==> src/tmr_defines.svh <==
`ifndef TMR_DEFINES_SVH
`define TMR_DEFINES_SVH

// ----------------------------------------
// Register byte addresses
// ----------------------------------------
`define ADDR_COUNT      12'h000
`define ADDR_OPTION     12'h004
`define ADDR_INTCTL     12'h008
`define ADDR_CAPSENSE   12'h00C
`define ADDR_WDT_STATUS 12'h010

// ----------------------------------------
// Field positions
// ----------------------------------------
`define OPT_CS_BIT      5
`define OPT_SE_BIT      4
`define OPT_PSA_BIT     3
`define INT_IE_BIT      5
`define INT_IF_BIT      2
`define CAP_XCS_BIT     0

// ----------------------------------------
// Reset values
// ----------------------------------------
`define OPTION_RESET    8'hFF
`define INTCTL_RESET    8'h00
`define CAPSENSE_RESET  8'h00
`define COUNT_RESET     8'h00

// ----------------------------------------
// Timing counts
// ----------------------------------------
`define CORE_CLK_HZ     40000000
`define INSTR_CLK_HZ    10000000
`define QUARTERS        (`CORE_CLK_HZ / `INSTR_CLK_HZ)
`define WRITE_INHIBIT   2

`endif

==> src/tmr_pkg.sv <==
package tmr_pkg;
    typedef logic [7:0] byte_t;
    typedef enum logic [1:0] {
        src_instr,
        src_pin,
        src_caposc
    } source_t;
endpackage : tmr_pkg

==> src/tmr_core.sv <==
// Contract
// - Timer mode counts each instruction cycle
// - Count write inhibits two instruction cycles
// - Counter mode counts chosen input edges
// - Source one, external zero: count pin
// - Both selects one: count capacitive oscillator
// - Edge select chooses counted transition
// - Edge one falling, zero rising
// - Edge sampled in Q2 and Q4
// - One prescaler, timer when assignment zero
// - Eight timer ratios, 1:2 to 1:256
// - Codes give timer and watchdog ratios
// - Timer 1:1 only with watchdog assignment
// - Prescaler hidden; count write clears it when assigned to timer (not while sleep_mode is high, where the prescaler holds)
// - Watchdog clear clears prescaler when assigned to watchdog (not while sleep_mode is high, where the prescaler holds)
// - Interrupt on FFh to 00h rollover
// - Flag set regardless of enable
// - Flag cleared only by software
// - Request forwarded only when enabled
// - Counter frozen during sleep
//
// The APB slave port and the register addresses were chosen for this implementation.
`include "tmr_defines.svh"

module tmr_core (
    input  wire logic                  core_clk,
    input  wire logic                  sys_rst,
    input  wire logic                  psel,
    input  wire logic                  penable,
    input  wire logic                  pwrite,
    input  wire logic [11:0]           paddr,
    input  wire logic [31:0]           pwdata,
    output logic      [31:0]           prdata,
    output logic                       pready,
    output logic                       pslverr,
    input  wire logic                  external_count_pin,
    input  wire logic                  capacitive_sense_oscillator,
    input  wire logic                  sleep_mode,
    input  wire logic                  watchdog_clear_instruction,
    output logic                       overflow_irq,
    output logic                       watchdog_tick
);
    import tmr_pkg::*;

    // ----------------------------------------
    // Registers and state
    // ----------------------------------------
    tmr_pkg::byte_t count_reg;
    tmr_pkg::byte_t option_reg;
    tmr_pkg::byte_t intctl_reg;
    tmr_pkg::byte_t capsense_reg;
    tmr_pkg::byte_t prescale_reg;
    logic [1:0]     phase_reg;
    logic [1:0]     inhibit_reg;
    logic           pin_s1_reg;
    logic           pin_s2_reg;
    logic           osc_s1_reg;
    logic           osc_s2_reg;
    logic           edge_prev_reg;
    logic           wdt_clk_reg;

    // ----------------------------------------
    // Decoded controls
    // ----------------------------------------
    logic           clock_source_select;
    logic           external_source_select;
    logic           edge_select;
    logic           prescaler_assignment;
    logic [2:0]     prescale_rate_field;
    logic           overflow_interrupt_enable;
    logic           overflow_flag;
    source_t        src;
    logic           instr_tick;
    logic           q_sample;
    logic           raw_in;
    logic           edge_tick;
    logic           source_tick;
    logic           pre_tick;
    logic           pre_out;
    logic           count_tick;
    logic           wr_access;
    logic           rd_access;
    logic           wr_count;
    logic           wr_intctl;
    logic           rollover;
    logic [7:0]     prescale_next;
    logic           wdt_pre_tick;

    assign clock_source_select       = option_reg[`OPT_CS_BIT];
    assign edge_select               = option_reg[`OPT_SE_BIT];
    assign prescaler_assignment      = option_reg[`OPT_PSA_BIT];
    assign prescale_rate_field       = option_reg[2:0];
    assign external_source_select    = capsense_reg[`CAP_XCS_BIT];
    assign overflow_interrupt_enable = intctl_reg[`INT_IE_BIT];
    assign overflow_flag             = intctl_reg[`INT_IF_BIT];

    assign wr_access = psel && penable && pwrite;
    assign rd_access = psel && penable && !pwrite;
    assign wr_count  = wr_access && (paddr == `ADDR_COUNT);
    assign wr_intctl = wr_access && (paddr == `ADDR_INTCTL);

    // ----------------------------------------
    // Instruction clock quarter phases
    // ----------------------------------------
    always_ff @(posedge core_clk) begin
        if (sys_rst) begin
            phase_reg <= 2'h0;
        end else begin
            phase_reg <= phase_reg + 2'h1;
        end
    end

    assign instr_tick = (phase_reg == 2'(`QUARTERS - 1));
    assign q_sample   = phase_reg[0];  // Q2 and Q4

    // ----------------------------------------
    // Input synchronisers
    // ----------------------------------------
    always_ff @(posedge core_clk) begin
        if (sys_rst) begin
            pin_s1_reg <= 1'b0;
            pin_s2_reg <= 1'b0;
            osc_s1_reg <= 1'b0;
            osc_s2_reg <= 1'b0;
        end else begin
            pin_s1_reg <= external_count_pin;
            pin_s2_reg <= pin_s1_reg;
            osc_s1_reg <= capacitive_sense_oscillator;
            osc_s2_reg <= osc_s1_reg;
        end
    end

    // ----------------------------------------
    // Source selection and edge detect
    // ----------------------------------------
    always_comb begin
        if (!clock_source_select) begin
            src = src_instr;
        end else if (!external_source_select) begin
            src = src_pin;
        end else begin
            src = src_caposc;
        end
    end

    always_comb begin
        case (src)
            src_pin: begin
                raw_in = pin_s2_reg;
            end
            src_caposc: begin
                raw_in = osc_s2_reg;
            end
            default: begin
                raw_in = 1'b0;
            end
        endcase
    end

    always_ff @(posedge core_clk) begin
        if (sys_rst) begin
            edge_prev_reg <= 1'b0;
        end else if (q_sample) begin
            edge_prev_reg <= raw_in;
        end
    end

    // Level compare, so reset or an edge-select change fakes no edge
    assign edge_tick   = q_sample && (edge_select ? (edge_prev_reg && !raw_in)
                                                  : (raw_in && !edge_prev_reg));
    assign source_tick = (src == src_instr) ? instr_tick : edge_tick;

    // ----------------------------------------
    // Shared prescaler
    // ----------------------------------------
    assign wdt_pre_tick = watchdog_clear_instruction ? 1'b0 : instr_tick;
    assign pre_tick     = prescaler_assignment ? wdt_pre_tick : source_tick;
    assign prescale_next = prescale_reg + 8'h01;
    // Ratio is 2^(code+1) for timer, 2^code for watchdog
    assign pre_out = pre_tick && (prescaler_assignment ?
                     ((prescale_reg & ((8'h01 << prescale_rate_field) - 8'h01)) ==
                      ((8'h01 << prescale_rate_field) - 8'h01)) :
                     ((prescale_next & ((8'h02 << prescale_rate_field) - 8'h01)) == 8'h00));

    always_ff @(posedge core_clk) begin
        if (sys_rst) begin
            prescale_reg <= 8'h00;
        end else if (sleep_mode) begin
            prescale_reg <= prescale_reg;
        end else if (!prescaler_assignment && wr_count) begin
            prescale_reg <= 8'h00;
        end else if (prescaler_assignment && watchdog_clear_instruction) begin
            prescale_reg <= 8'h00;
        end else if (pre_tick) begin
            prescale_reg <= prescale_next;
        end
    end

    // Timer sees 1:1 only when prescaler belongs to watchdog
    assign count_tick = prescaler_assignment ? source_tick : pre_out;

    // ----------------------------------------
    // Watchdog tick output
    // ----------------------------------------
    always_ff @(posedge core_clk) begin
        if (sys_rst) begin
            wdt_clk_reg <= 1'b0;
        end else begin
            wdt_clk_reg <= prescaler_assignment ? (pre_out && !sleep_mode) : instr_tick;
        end
    end

    // ----------------------------------------
    // Count register
    // ----------------------------------------
    assign rollover = count_tick && !sleep_mode && (inhibit_reg == 2'h0) && (count_reg == 8'hFF);

    always_ff @(posedge core_clk) begin
        if (sys_rst) begin
            inhibit_reg <= 2'h0;
        end else if (wr_count) begin
            inhibit_reg <= 2'(`WRITE_INHIBIT);
        end else if (instr_tick && inhibit_reg != 2'h0) begin
            inhibit_reg <= inhibit_reg - 2'h1;
        end
    end

    always_ff @(posedge core_clk) begin
        if (sys_rst) begin
            count_reg <= `COUNT_RESET;
        end else if (wr_count) begin
            count_reg <= pwdata[7:0];
        end else if (sleep_mode) begin
            count_reg <= count_reg;
        end else if (count_tick && inhibit_reg == 2'h0) begin
            count_reg <= count_reg + 8'h01;  // wraps to zero
        end
    end

    // ----------------------------------------
    // Control registers
    // ----------------------------------------
    always_ff @(posedge core_clk) begin
        if (sys_rst) begin
            option_reg   <= `OPTION_RESET;
            capsense_reg <= `CAPSENSE_RESET;
        end else if (wr_access) begin
            if (paddr == `ADDR_OPTION) begin
                option_reg <= pwdata[7:0];
            end
            if (paddr == `ADDR_CAPSENSE) begin
                capsense_reg <= pwdata[7:0];
            end
        end
    end

    always_ff @(posedge core_clk) begin
        if (sys_rst) begin
            intctl_reg <= `INTCTL_RESET;
        end else begin
            if (wr_intctl) begin
                intctl_reg <= pwdata[7:0];
            end
            if (rollover) begin
                intctl_reg[`INT_IF_BIT] <= 1'b1;
            end
        end
    end

    always_ff @(posedge core_clk) begin
        if (sys_rst) begin
            overflow_irq <= 1'b0;
        end else begin
            overflow_irq <= overflow_flag && overflow_interrupt_enable;
        end
    end

    assign watchdog_tick = wdt_clk_reg;

    // ----------------------------------------
    // APB read path
    // ----------------------------------------
    always_ff @(posedge core_clk) begin
        if (sys_rst) begin
            prdata  <= 32'h0000_0000;
            pready  <= 1'b0;
            pslverr <= 1'b0;
        end else begin
            pready  <= psel && !penable;
            pslverr <= 1'b0;
            prdata  <= 32'h0000_0000;
            if (psel && !penable) begin
                case (paddr)
                    `ADDR_COUNT:    prdata <= {24'h000000, count_reg};
                    `ADDR_OPTION:   prdata <= {24'h000000, option_reg};
                    `ADDR_INTCTL:   prdata <= {24'h000000, intctl_reg};
                    `ADDR_CAPSENSE: prdata <= {24'h000000, capsense_reg};
                    default: begin
                        prdata  <= 32'h0000_0000;
                        pslverr <= 1'b1;
                    end
                endcase
            end
        end
    end

endmodule : tmr_core

==> config.mk <==
export PLATFORM = sky130hd
export DESIGN_NAME = tmr_core
export DESIGN_NICKNAME = d
export VERILOG_FILES = /design/src/tmr_pkg.sv /design/src/tmr_core.sv
export VERILOG_INCLUDE_DIRS = /design/src
export SDC_FILE = /design/constraint.sdc
export NUM_CORES = 1
export LEC_CHECK = 0
export ABC_AREA = 1
export ABC_CLOCK_PERIOD_IN_PS = 2100
export BUFFER_PORTS_ARGS = -buffer_cell sky130_fd_sc_hd__buf_2
export CELL_PAD_IN_SITES_DETAIL_PLACEMENT = 0
export CELL_PAD_IN_SITES_GLOBAL_PLACEMENT = 1
export CORE_ASPECT_RATIO = 1.2
export CORE_MARGIN = 2
export CORE_UTILIZATION = 38
export CTS_BUF_LIST = sky130_fd_sc_hd__clkbuf_8
export CTS_CLUSTER_SIZE = 24
export DETAILED_ROUTE_END_ITERATION = 8
export PLACE_DENSITY = 0.84
export SLEW_MARGIN = 20
export SYNTH_ARGS = -nofsm -noshare
export SYNTH_HDL_FRONTEND = slang
export SYNTH_SLANG_ARGS = --single-unit
==> constraint.sdc <==
create_clock -name core_clk -period 2.1 [get_ports core_clk]
set_clock_uncertainty 0.05 [all_clocks]
set_input_delay 0.42 -clock core_clk [delete_from_list [all_inputs] [get_ports core_clk]]
set_output_delay 0.42 -clock core_clk [all_outputs]
set_load 0.03 [all_outputs]
# == Word level (Yosys, flattened, before mapping) ==
# Cells that the tools add are included.
# op_classes
add_sub_neg,6
n_eq_ne,9
shift,2
n_mux,22
bitwise_logic,4
reduce_logical,39
# ops
operator,n
$mux 8,6
$pmux 8 s4,1
$eq 12x4->1 const B,2
$logic_and 1x1->1,18
$add 8x1->8 const B,2
$and 8x8->8,2
$sub 8x1->8 const B,2
$eq 12x3->1 const B,1
$logic_not 12->1,1
$mux 1,9
$eq 8x8->1,1
$eq 8x8->1 const B,1
$logic_not 8->1,1
$mux 2,4
$reduce_and 2->1,4
$reduce_bool 2->1,4
$shl 1x3->8 const A,1
$shl 2x3->8 const A,1
$logic_not 1->1,5
$eq 2x2->1 const B,2
$logic_not 2->1,2
$reduce_or 2->1,2
$reduce_or 4->1,1
$mux 3,1
other kinds (7),8
# totals
reg_bits,85
in_bits,53
out_inout_bits,36
wordCells,101

# == Depth between registers and ports, before layout ==
# logic_depth
word_depth,16
ltp_mapped,17
depth_no_buf,17

# == Worst setup path before layout ==
# OpenSTA, ideal clock, no wires.
# synth_timing
path_kind,flip-flop to flip-flop
from,register option_reg[0]
to,register count_reg[6]
setup_ns,0.071
t_arrival_ns,1.759
required_ns,1.979
setup_slack_ns,0.220
path_stages_with_launch,16
path_buffers,0
synth_period_minus_slack_ns,1.880
cell_sequence,dfxtp_1 > inv_1 > nor2_1 > nand2_1 > ha_1 > inv_1 > a21oi_1 > nand2_1 > nand2_1 > a21oi_1 > nand3_1 > nand2_1 > nand2_4 > nand2_4 > nand2_1 > a21oi_1
# synth_between
elab_chain_cells,10
elab_cells_between_ends,14
cone_classes,add/sub: 2; eq/ne: 1; shift: 2; mux: 2; bitwise: 2; reduce/logical: 5
# synth_rtl
element,line_no,rtl
"start, declared",tmr_core.sv:49,tmr_pkg::byte_t option_reg;
"start signal, assigned",tmr_core.sv:245,option_reg <= `OPTION_RESET;
"start signal, assigned",tmr_core.sv:249,option_reg <= pwdata[7:0];
$shl 2x3->8 or $shl 1x3->8 (tied branches),"tmr_core.sv:183, tmr_core.sv:181, tmr_core.sv:182",
$sub 8x1->8 (on tied branches),"tmr_core.sv:183, tmr_core.sv:181, tmr_core.sv:182",
$and 8x8->8 (on tied branches),"tmr_core.sv:183, tmr_core.sv:181",
$logic_not 8->1 or $eq 8x8->1 (tied branches),"tmr_core.sv:183, tmr_core.sv:181",
$mux 1 (*),tmr_core.sv:180,assign pre_out = pre_tick && (prescaler_assignment ?
$logic_and 1x1->1 (*),tmr_core.sv:180,
$mux 1 (*),tmr_core.sv:200,assign count_tick = prescaler_assignment ? source_tick : pre_out;
$logic_and 1x1->1 (*),tmr_core.sv:235,end else if (count_tick && inhibit_reg == 2'h0) begin
$reduce_bool 2->1 (no source line) (*),n/a,
$reduce_and 2->1 (no source line) (*),n/a,
"end signal, assigned",tmr_core.sv:232,count_reg <= pwdata[7:0];
"end signal, assigned",tmr_core.sv:234,count_reg <= count_reg;
"end signal, assigned",tmr_core.sv:236,count_reg <= count_reg + 8'h01;
"end, declared",tmr_core.sv:48,tmr_pkg::byte_t count_reg;
# Every way passes the cells marked *; elsewhere a longest branch is shown, timed or not.
# A chain may end at the register's enable or synchronous reset.

# == Worst setup path after layout ==
# layout_timing
from,register option_reg[0]
to,register intctl_reg[2]
# layout_between
elab_chain_cells,11
elab_cells_between_ends,16
cone_classes,add/sub: 2; eq/ne: 1; shift: 2; mux: 3; bitwise: 2; reduce/logical: 6
# layout_rtl
element,line_no,rtl
$shl 2x3->8 or $shl 1x3->8 (tied branches),"tmr_core.sv:183, tmr_core.sv:181, tmr_core.sv:182",
$sub 8x1->8 (on tied branches),"tmr_core.sv:183, tmr_core.sv:181, tmr_core.sv:182",
$and 8x8->8 (on tied branches),"tmr_core.sv:183, tmr_core.sv:181",
$logic_not 8->1 or $eq 8x8->1 (tied branches),"tmr_core.sv:183, tmr_core.sv:181",
$mux 1 (*),tmr_core.sv:180,
$logic_and 1x1->1 (*),tmr_core.sv:180,
$mux 1 (*),tmr_core.sv:200,
$logic_and 1x1->1 (*) (3 in series),tmr_core.sv:216,assign rollover = count_tick && !sleep_mode && (inhibit_reg == 2'h0) && (count_reg == 8'hFF);
$mux 1 or $reduce_bool 2->1 (tied branches),n/a,
"end signal, assigned",tmr_core.sv:259,intctl_reg <= `INTCTL_RESET;
"end signal, assigned",tmr_core.sv:262,intctl_reg <= pwdata[7:0];
"end, declared",tmr_core.sv:50,tmr_pkg::byte_t intctl_reg;
# Marked as above.

==> results by stage <==
Outcome:
- The run finished with clean final reports.

Worst setup path:
- The delay of the slowest critical-path stage is 0.37 ns.
- For the worst setup path, the data required time is 2.34 ns.
- The startpoint kind of the worst setup timing path is a flop.
- The slowest cell on the critical path is sky130_fd_sc_hd__dfxtp_4.
- The category of the most critical setup path is flop to flop.
- Walking the worst path, the cells encountered are inv_1, nor2_2, nand2_1, ha_2, inv_2, a21oi_1, nand2_1, nand2_1, a21oi_2, nand3_2, nand2_4, buf_4, nand4_1, a21oi_1.
- The cell occurring most often along the worst timing path is sky130_fd_sc_hd__nand2_1.
- In this run the worst path has a maximum fanout of 4.
- The arrival time at the worst endpoint is 2.18 ns.
- The worst setup path is captured at a flop.

Logic synthesis:
- The top cell type's share of synthesized area is 36.6%.
- Yosys mapped a number of flops with a built-in enable equal to 0.
- In the post-synthesis netlist, the biggest area contributors are sky130_fd_sc_hd__dfxtp_1 (37%), sky130_fd_sc_hd__nand2_1 (10%), sky130_fd_sc_hd__inv_1 (6.3%).
- After synthesis the cells add up to 3340 µm².
- In this run, synthesis produced a sequential element count of a little over 60.
- The synthesized area per cell is 7.14 µm².
- The number of instances in the synthesized netlist is 467.
- The register area share after synthesis is 36.6%.
- Yosys mapped the design onto 43 distinct sky130hd cell types.
- During synthesis, Yosys emitted a total of 0 warnings.
- In the synthesized netlist, the cells that appear most often are sky130_fd_sc_hd__nand2_1 (91), sky130_fd_sc_hd__dfxtp_1 (61), sky130_fd_sc_hd__inv_1 (56).
- sky130_fd_sc_hd__dfxtp_1 takes more of the synthesized area than any other cell.
- Yosys instantiated no cell more often than sky130_fd_sc_hd__nand2_1.
- The leading register cell type out of synthesis is sky130_fd_sc_hd__dfxtp_1.
- For this run, asynchronously set or reset flops after synthesis account for 0%.

Finish:
- After the last flow step, the layout net total stands at 575.
- 0 antenna diodes ended up in the layout.
- The post-layout instance count excluding filler cells is 639.
- The area growth from synthesis to final layout is 16.7%.
- Cells fill 45.5% of the core in the end.
- Cells with a size suffix above 1 make up between 20% and 30% of the layout.
- Once layout is done, the placed cells without fillers occupy between 3000 and 4000 µm².

Place:
- The worst setup slack after placement is -0.0300 ns.
- The placer's final routability congestion estimate is 0.871.
- The HPWL after detailed placement is 5880 µm.
- Input and output buffers added on the ports amount to 40.
- The post-placement cell count is 622.
- The post-detailed-placement cell area is about 3600 µm².

Floorplan:
- The initial standard-cell utilization of the core is between 30 and 40%.
- The die outline height is between 100 and 150 µm.
- The floorplan die area is 9550 µm².
- The number of standard-cell rows in the floorplan is 37.
- The floorplan core area is 8560 µm².
- For this design the top-level I/O count stands at just under 90.
- The width of the chip is 89.5 µm.

Global route:
- The first-pass GRT wire length is 13,300 µm.
- The overall fraction of global-route tracks in use is 18.2%.
- The global route total overflow is 0.
- Entering global routing, the biggest net connects 35 pins.
- The number of antenna violations at the first check in global routing was 0.
- The number of global-route vias before repair is 2,861.

Clock tree:
- The clock-pin slew reported for the worst setup and hold paths after clock tree synthesis is around 0.070 ns.
- In this run, CTS created clock tree buffers numbering 9.
- In this run the deepest clock path goes through 2 buffers.
- The source-to-sink clock delay at the later pin of the worst-skew pair is ~0.35 ns.
- In this run the clock root is driven by a sky130_fd_sc_hd__clkbuf_8.
- Buffers inserted to repair hold after CTS numbered 0.
- TritonCTS built the clock tree.
- Counting every sink on the clock net gives 61.
- The H-tree level count is 3.

Detailed routing:
- The detail route stage leaves a number of antenna-violating nets equal to 0.
- In the routed design, unresolved DRC markers number 0.
- The detailed router placed 3,084 vias in this run.
- Detailed routing placed a total of 4010 µm of wire on met2.
- The routed design has 8090 µm of wire.
- The first detailed-routing pass took 4 iterations.
- The highest metal layer carrying signal wires in the routed design is met4.
- The detail-routed via count per cell is slightly below 5.
- The routed length on met1 is 3530 µm.
- The detailed router finished its first iteration with about 120 violations.
- The average wire length per cell after detail routing is 12.7 µm.
- In the detailed route, the total length drawn on met3 is 372 µm.

STA:
- The worst pin sits at a relative slew slack of roughly three fifths.
- The clock period could shrink to 1.94 ns.
- Summed over all failing endpoints, the final setup total negative slack is 0 ns.
- The worst path setup slack after routing is 0.159 ns.
- The final critical path takes up 92.4% of the cycle.
- Setup violations remaining at the end of the flow were counted as 0.
- The final max-slew violation count was 0.
- The achievable clock frequency is 515 MHz.
- The number of endpoints with negative hold slack in the final report was 0.
- For the pin with the worst max-slew slack, the measured transition is between 0.6 and 0.7 ns.
- The final hold slack is 0.223 ns.

Job:
- The tool flagged a number of max-cap violations equal to 0.

Worst hold path:
- The worst min-delay path class is primary input to flop.

Pwr:
- The static leakage power is 1.73 nW.
- The completed layout was analyzed and its total power is 2.63 mW.
- In this run the power density over the cells is 676 nW/µm².
- The worst IR drop on VDD is 0.307 mV.
## kinds of logic (layout without fill, tap and decap cells)
kind of cell	after synthesis	in the layout	share of synthesized area (%)
DFF	61	61	36.6
and+or+nand+nor	200	201	27.9
adders and majority gates	5	5	1.88
buffers and inverters	101	132	15.3
xor gates and xnor gates	5	5	1.31
other	1	24	0.112
AOI/OAI and AO/OA	94	94	16.8
## path summary, 6_finish.rpt
path / depth (start not counted) / slack [ns] / startpoint / end
setup / recovery: 14 / 0.16 / option_reg[0] / intctl_reg[2]
hold / removal: 3 / 0.22 / capacitive_sense_oscillator / osc_s1_reg
setup reg to reg: 14 / 0.16 / option_reg[0] / intctl_reg[2]
hold reg to reg: 2 / 0.35 / osc_s1_reg / osc_s2_reg
## cell type report
class / instances / area (µm²)
clock buffer: 11 / 151
clock inverter: 5 / 73.8
fill: 877 / 4670
inverter: 61 / 231
multi-input combinational: 329 / 1750
sequential: 61 / 1230
tap: 117 / 146
timing repair buffer: 55 / 313
## report_power, final
| group | switching (mW) | internal, mW |
|---|---|---|
| Sequential | 0.0197 | 1.18 |
| Clock | 0.467 | 0.724 |
| Combinational | 0.177 | 0.0711 |
## critical path, delay by kind of cell (launching register included)
family | cells | cell delay [ns]
DFF | 1 | 0.37
and+or+nand+nor | 7 | 0.67
adders and majority gates | 1 | 0.18
buffers and inverters | 3 | 0.25
AOI/OAI and AO/OA | 3 | 0.36
## timing repair
item	in CTS	in global routing
endpoints found under the setup margin	8	9
gates cloned	0	1
setup buffers	0	0
gates resized for setup	2	15
pin swaps	0	3
## cells in the final DEF (no fill, tap or decap), types with 2 or more instances in the layout
master,netlist,final
sky130_fd_sc_hd__a21oi_1,39,35
sky130_fd_sc_hd__a21oi_2,2,6
sky130_fd_sc_hd__a221oi_1,7,7
sky130_fd_sc_hd__buf_2,4,40
sky130_fd_sc_hd__buf_4,25,15
sky130_fd_sc_hd__bufinv_16,0,2
sky130_fd_sc_hd__clkbuf_8,0,11
sky130_fd_sc_hd__clkinv_2,0,2
sky130_fd_sc_hd__conb_1,1,24
sky130_fd_sc_hd__dfxtp_1,61,59
sky130_fd_sc_hd__dfxtp_4,0,2
sky130_fd_sc_hd__ha_1,5,4
sky130_fd_sc_hd__inv_1,56,56
sky130_fd_sc_hd__inv_2,3,4
sky130_fd_sc_hd__nand2_1,91,90
sky130_fd_sc_hd__nand2_2,1,2
sky130_fd_sc_hd__nand2_4,3,2
sky130_fd_sc_hd__nand2_8,0,2
sky130_fd_sc_hd__nand3_1,37,36
sky130_fd_sc_hd__nand3_2,1,2
sky130_fd_sc_hd__nand4_1,9,9
sky130_fd_sc_hd__nor2_1,40,38
sky130_fd_sc_hd__nor2_2,1,3
sky130_fd_sc_hd__nor2_4,2,2
sky130_fd_sc_hd__nor3_1,5,5
sky130_fd_sc_hd__o211ai_1,7,7
sky130_fd_sc_hd__o21ai_0,23,23
sky130_fd_sc_hd__o21ai_1,2,2
sky130_fd_sc_hd__o21ai_2,2,2
sky130_fd_sc_hd__o22ai_1,9,9
sky130_fd_sc_hd__or2_2,4,4
sky130_fd_sc_hd__xor2_1,4,4
## per-layer routing
metal / up-vias / track usage, %
met5: - / 0
met4: 0 / 7.46
met3: 11 / 4.70
met2: 76 / 29.9
met1: 1411 / 22.4
li1: 1586 / -
Note: power is estimated with default switching activity, not from simulation.
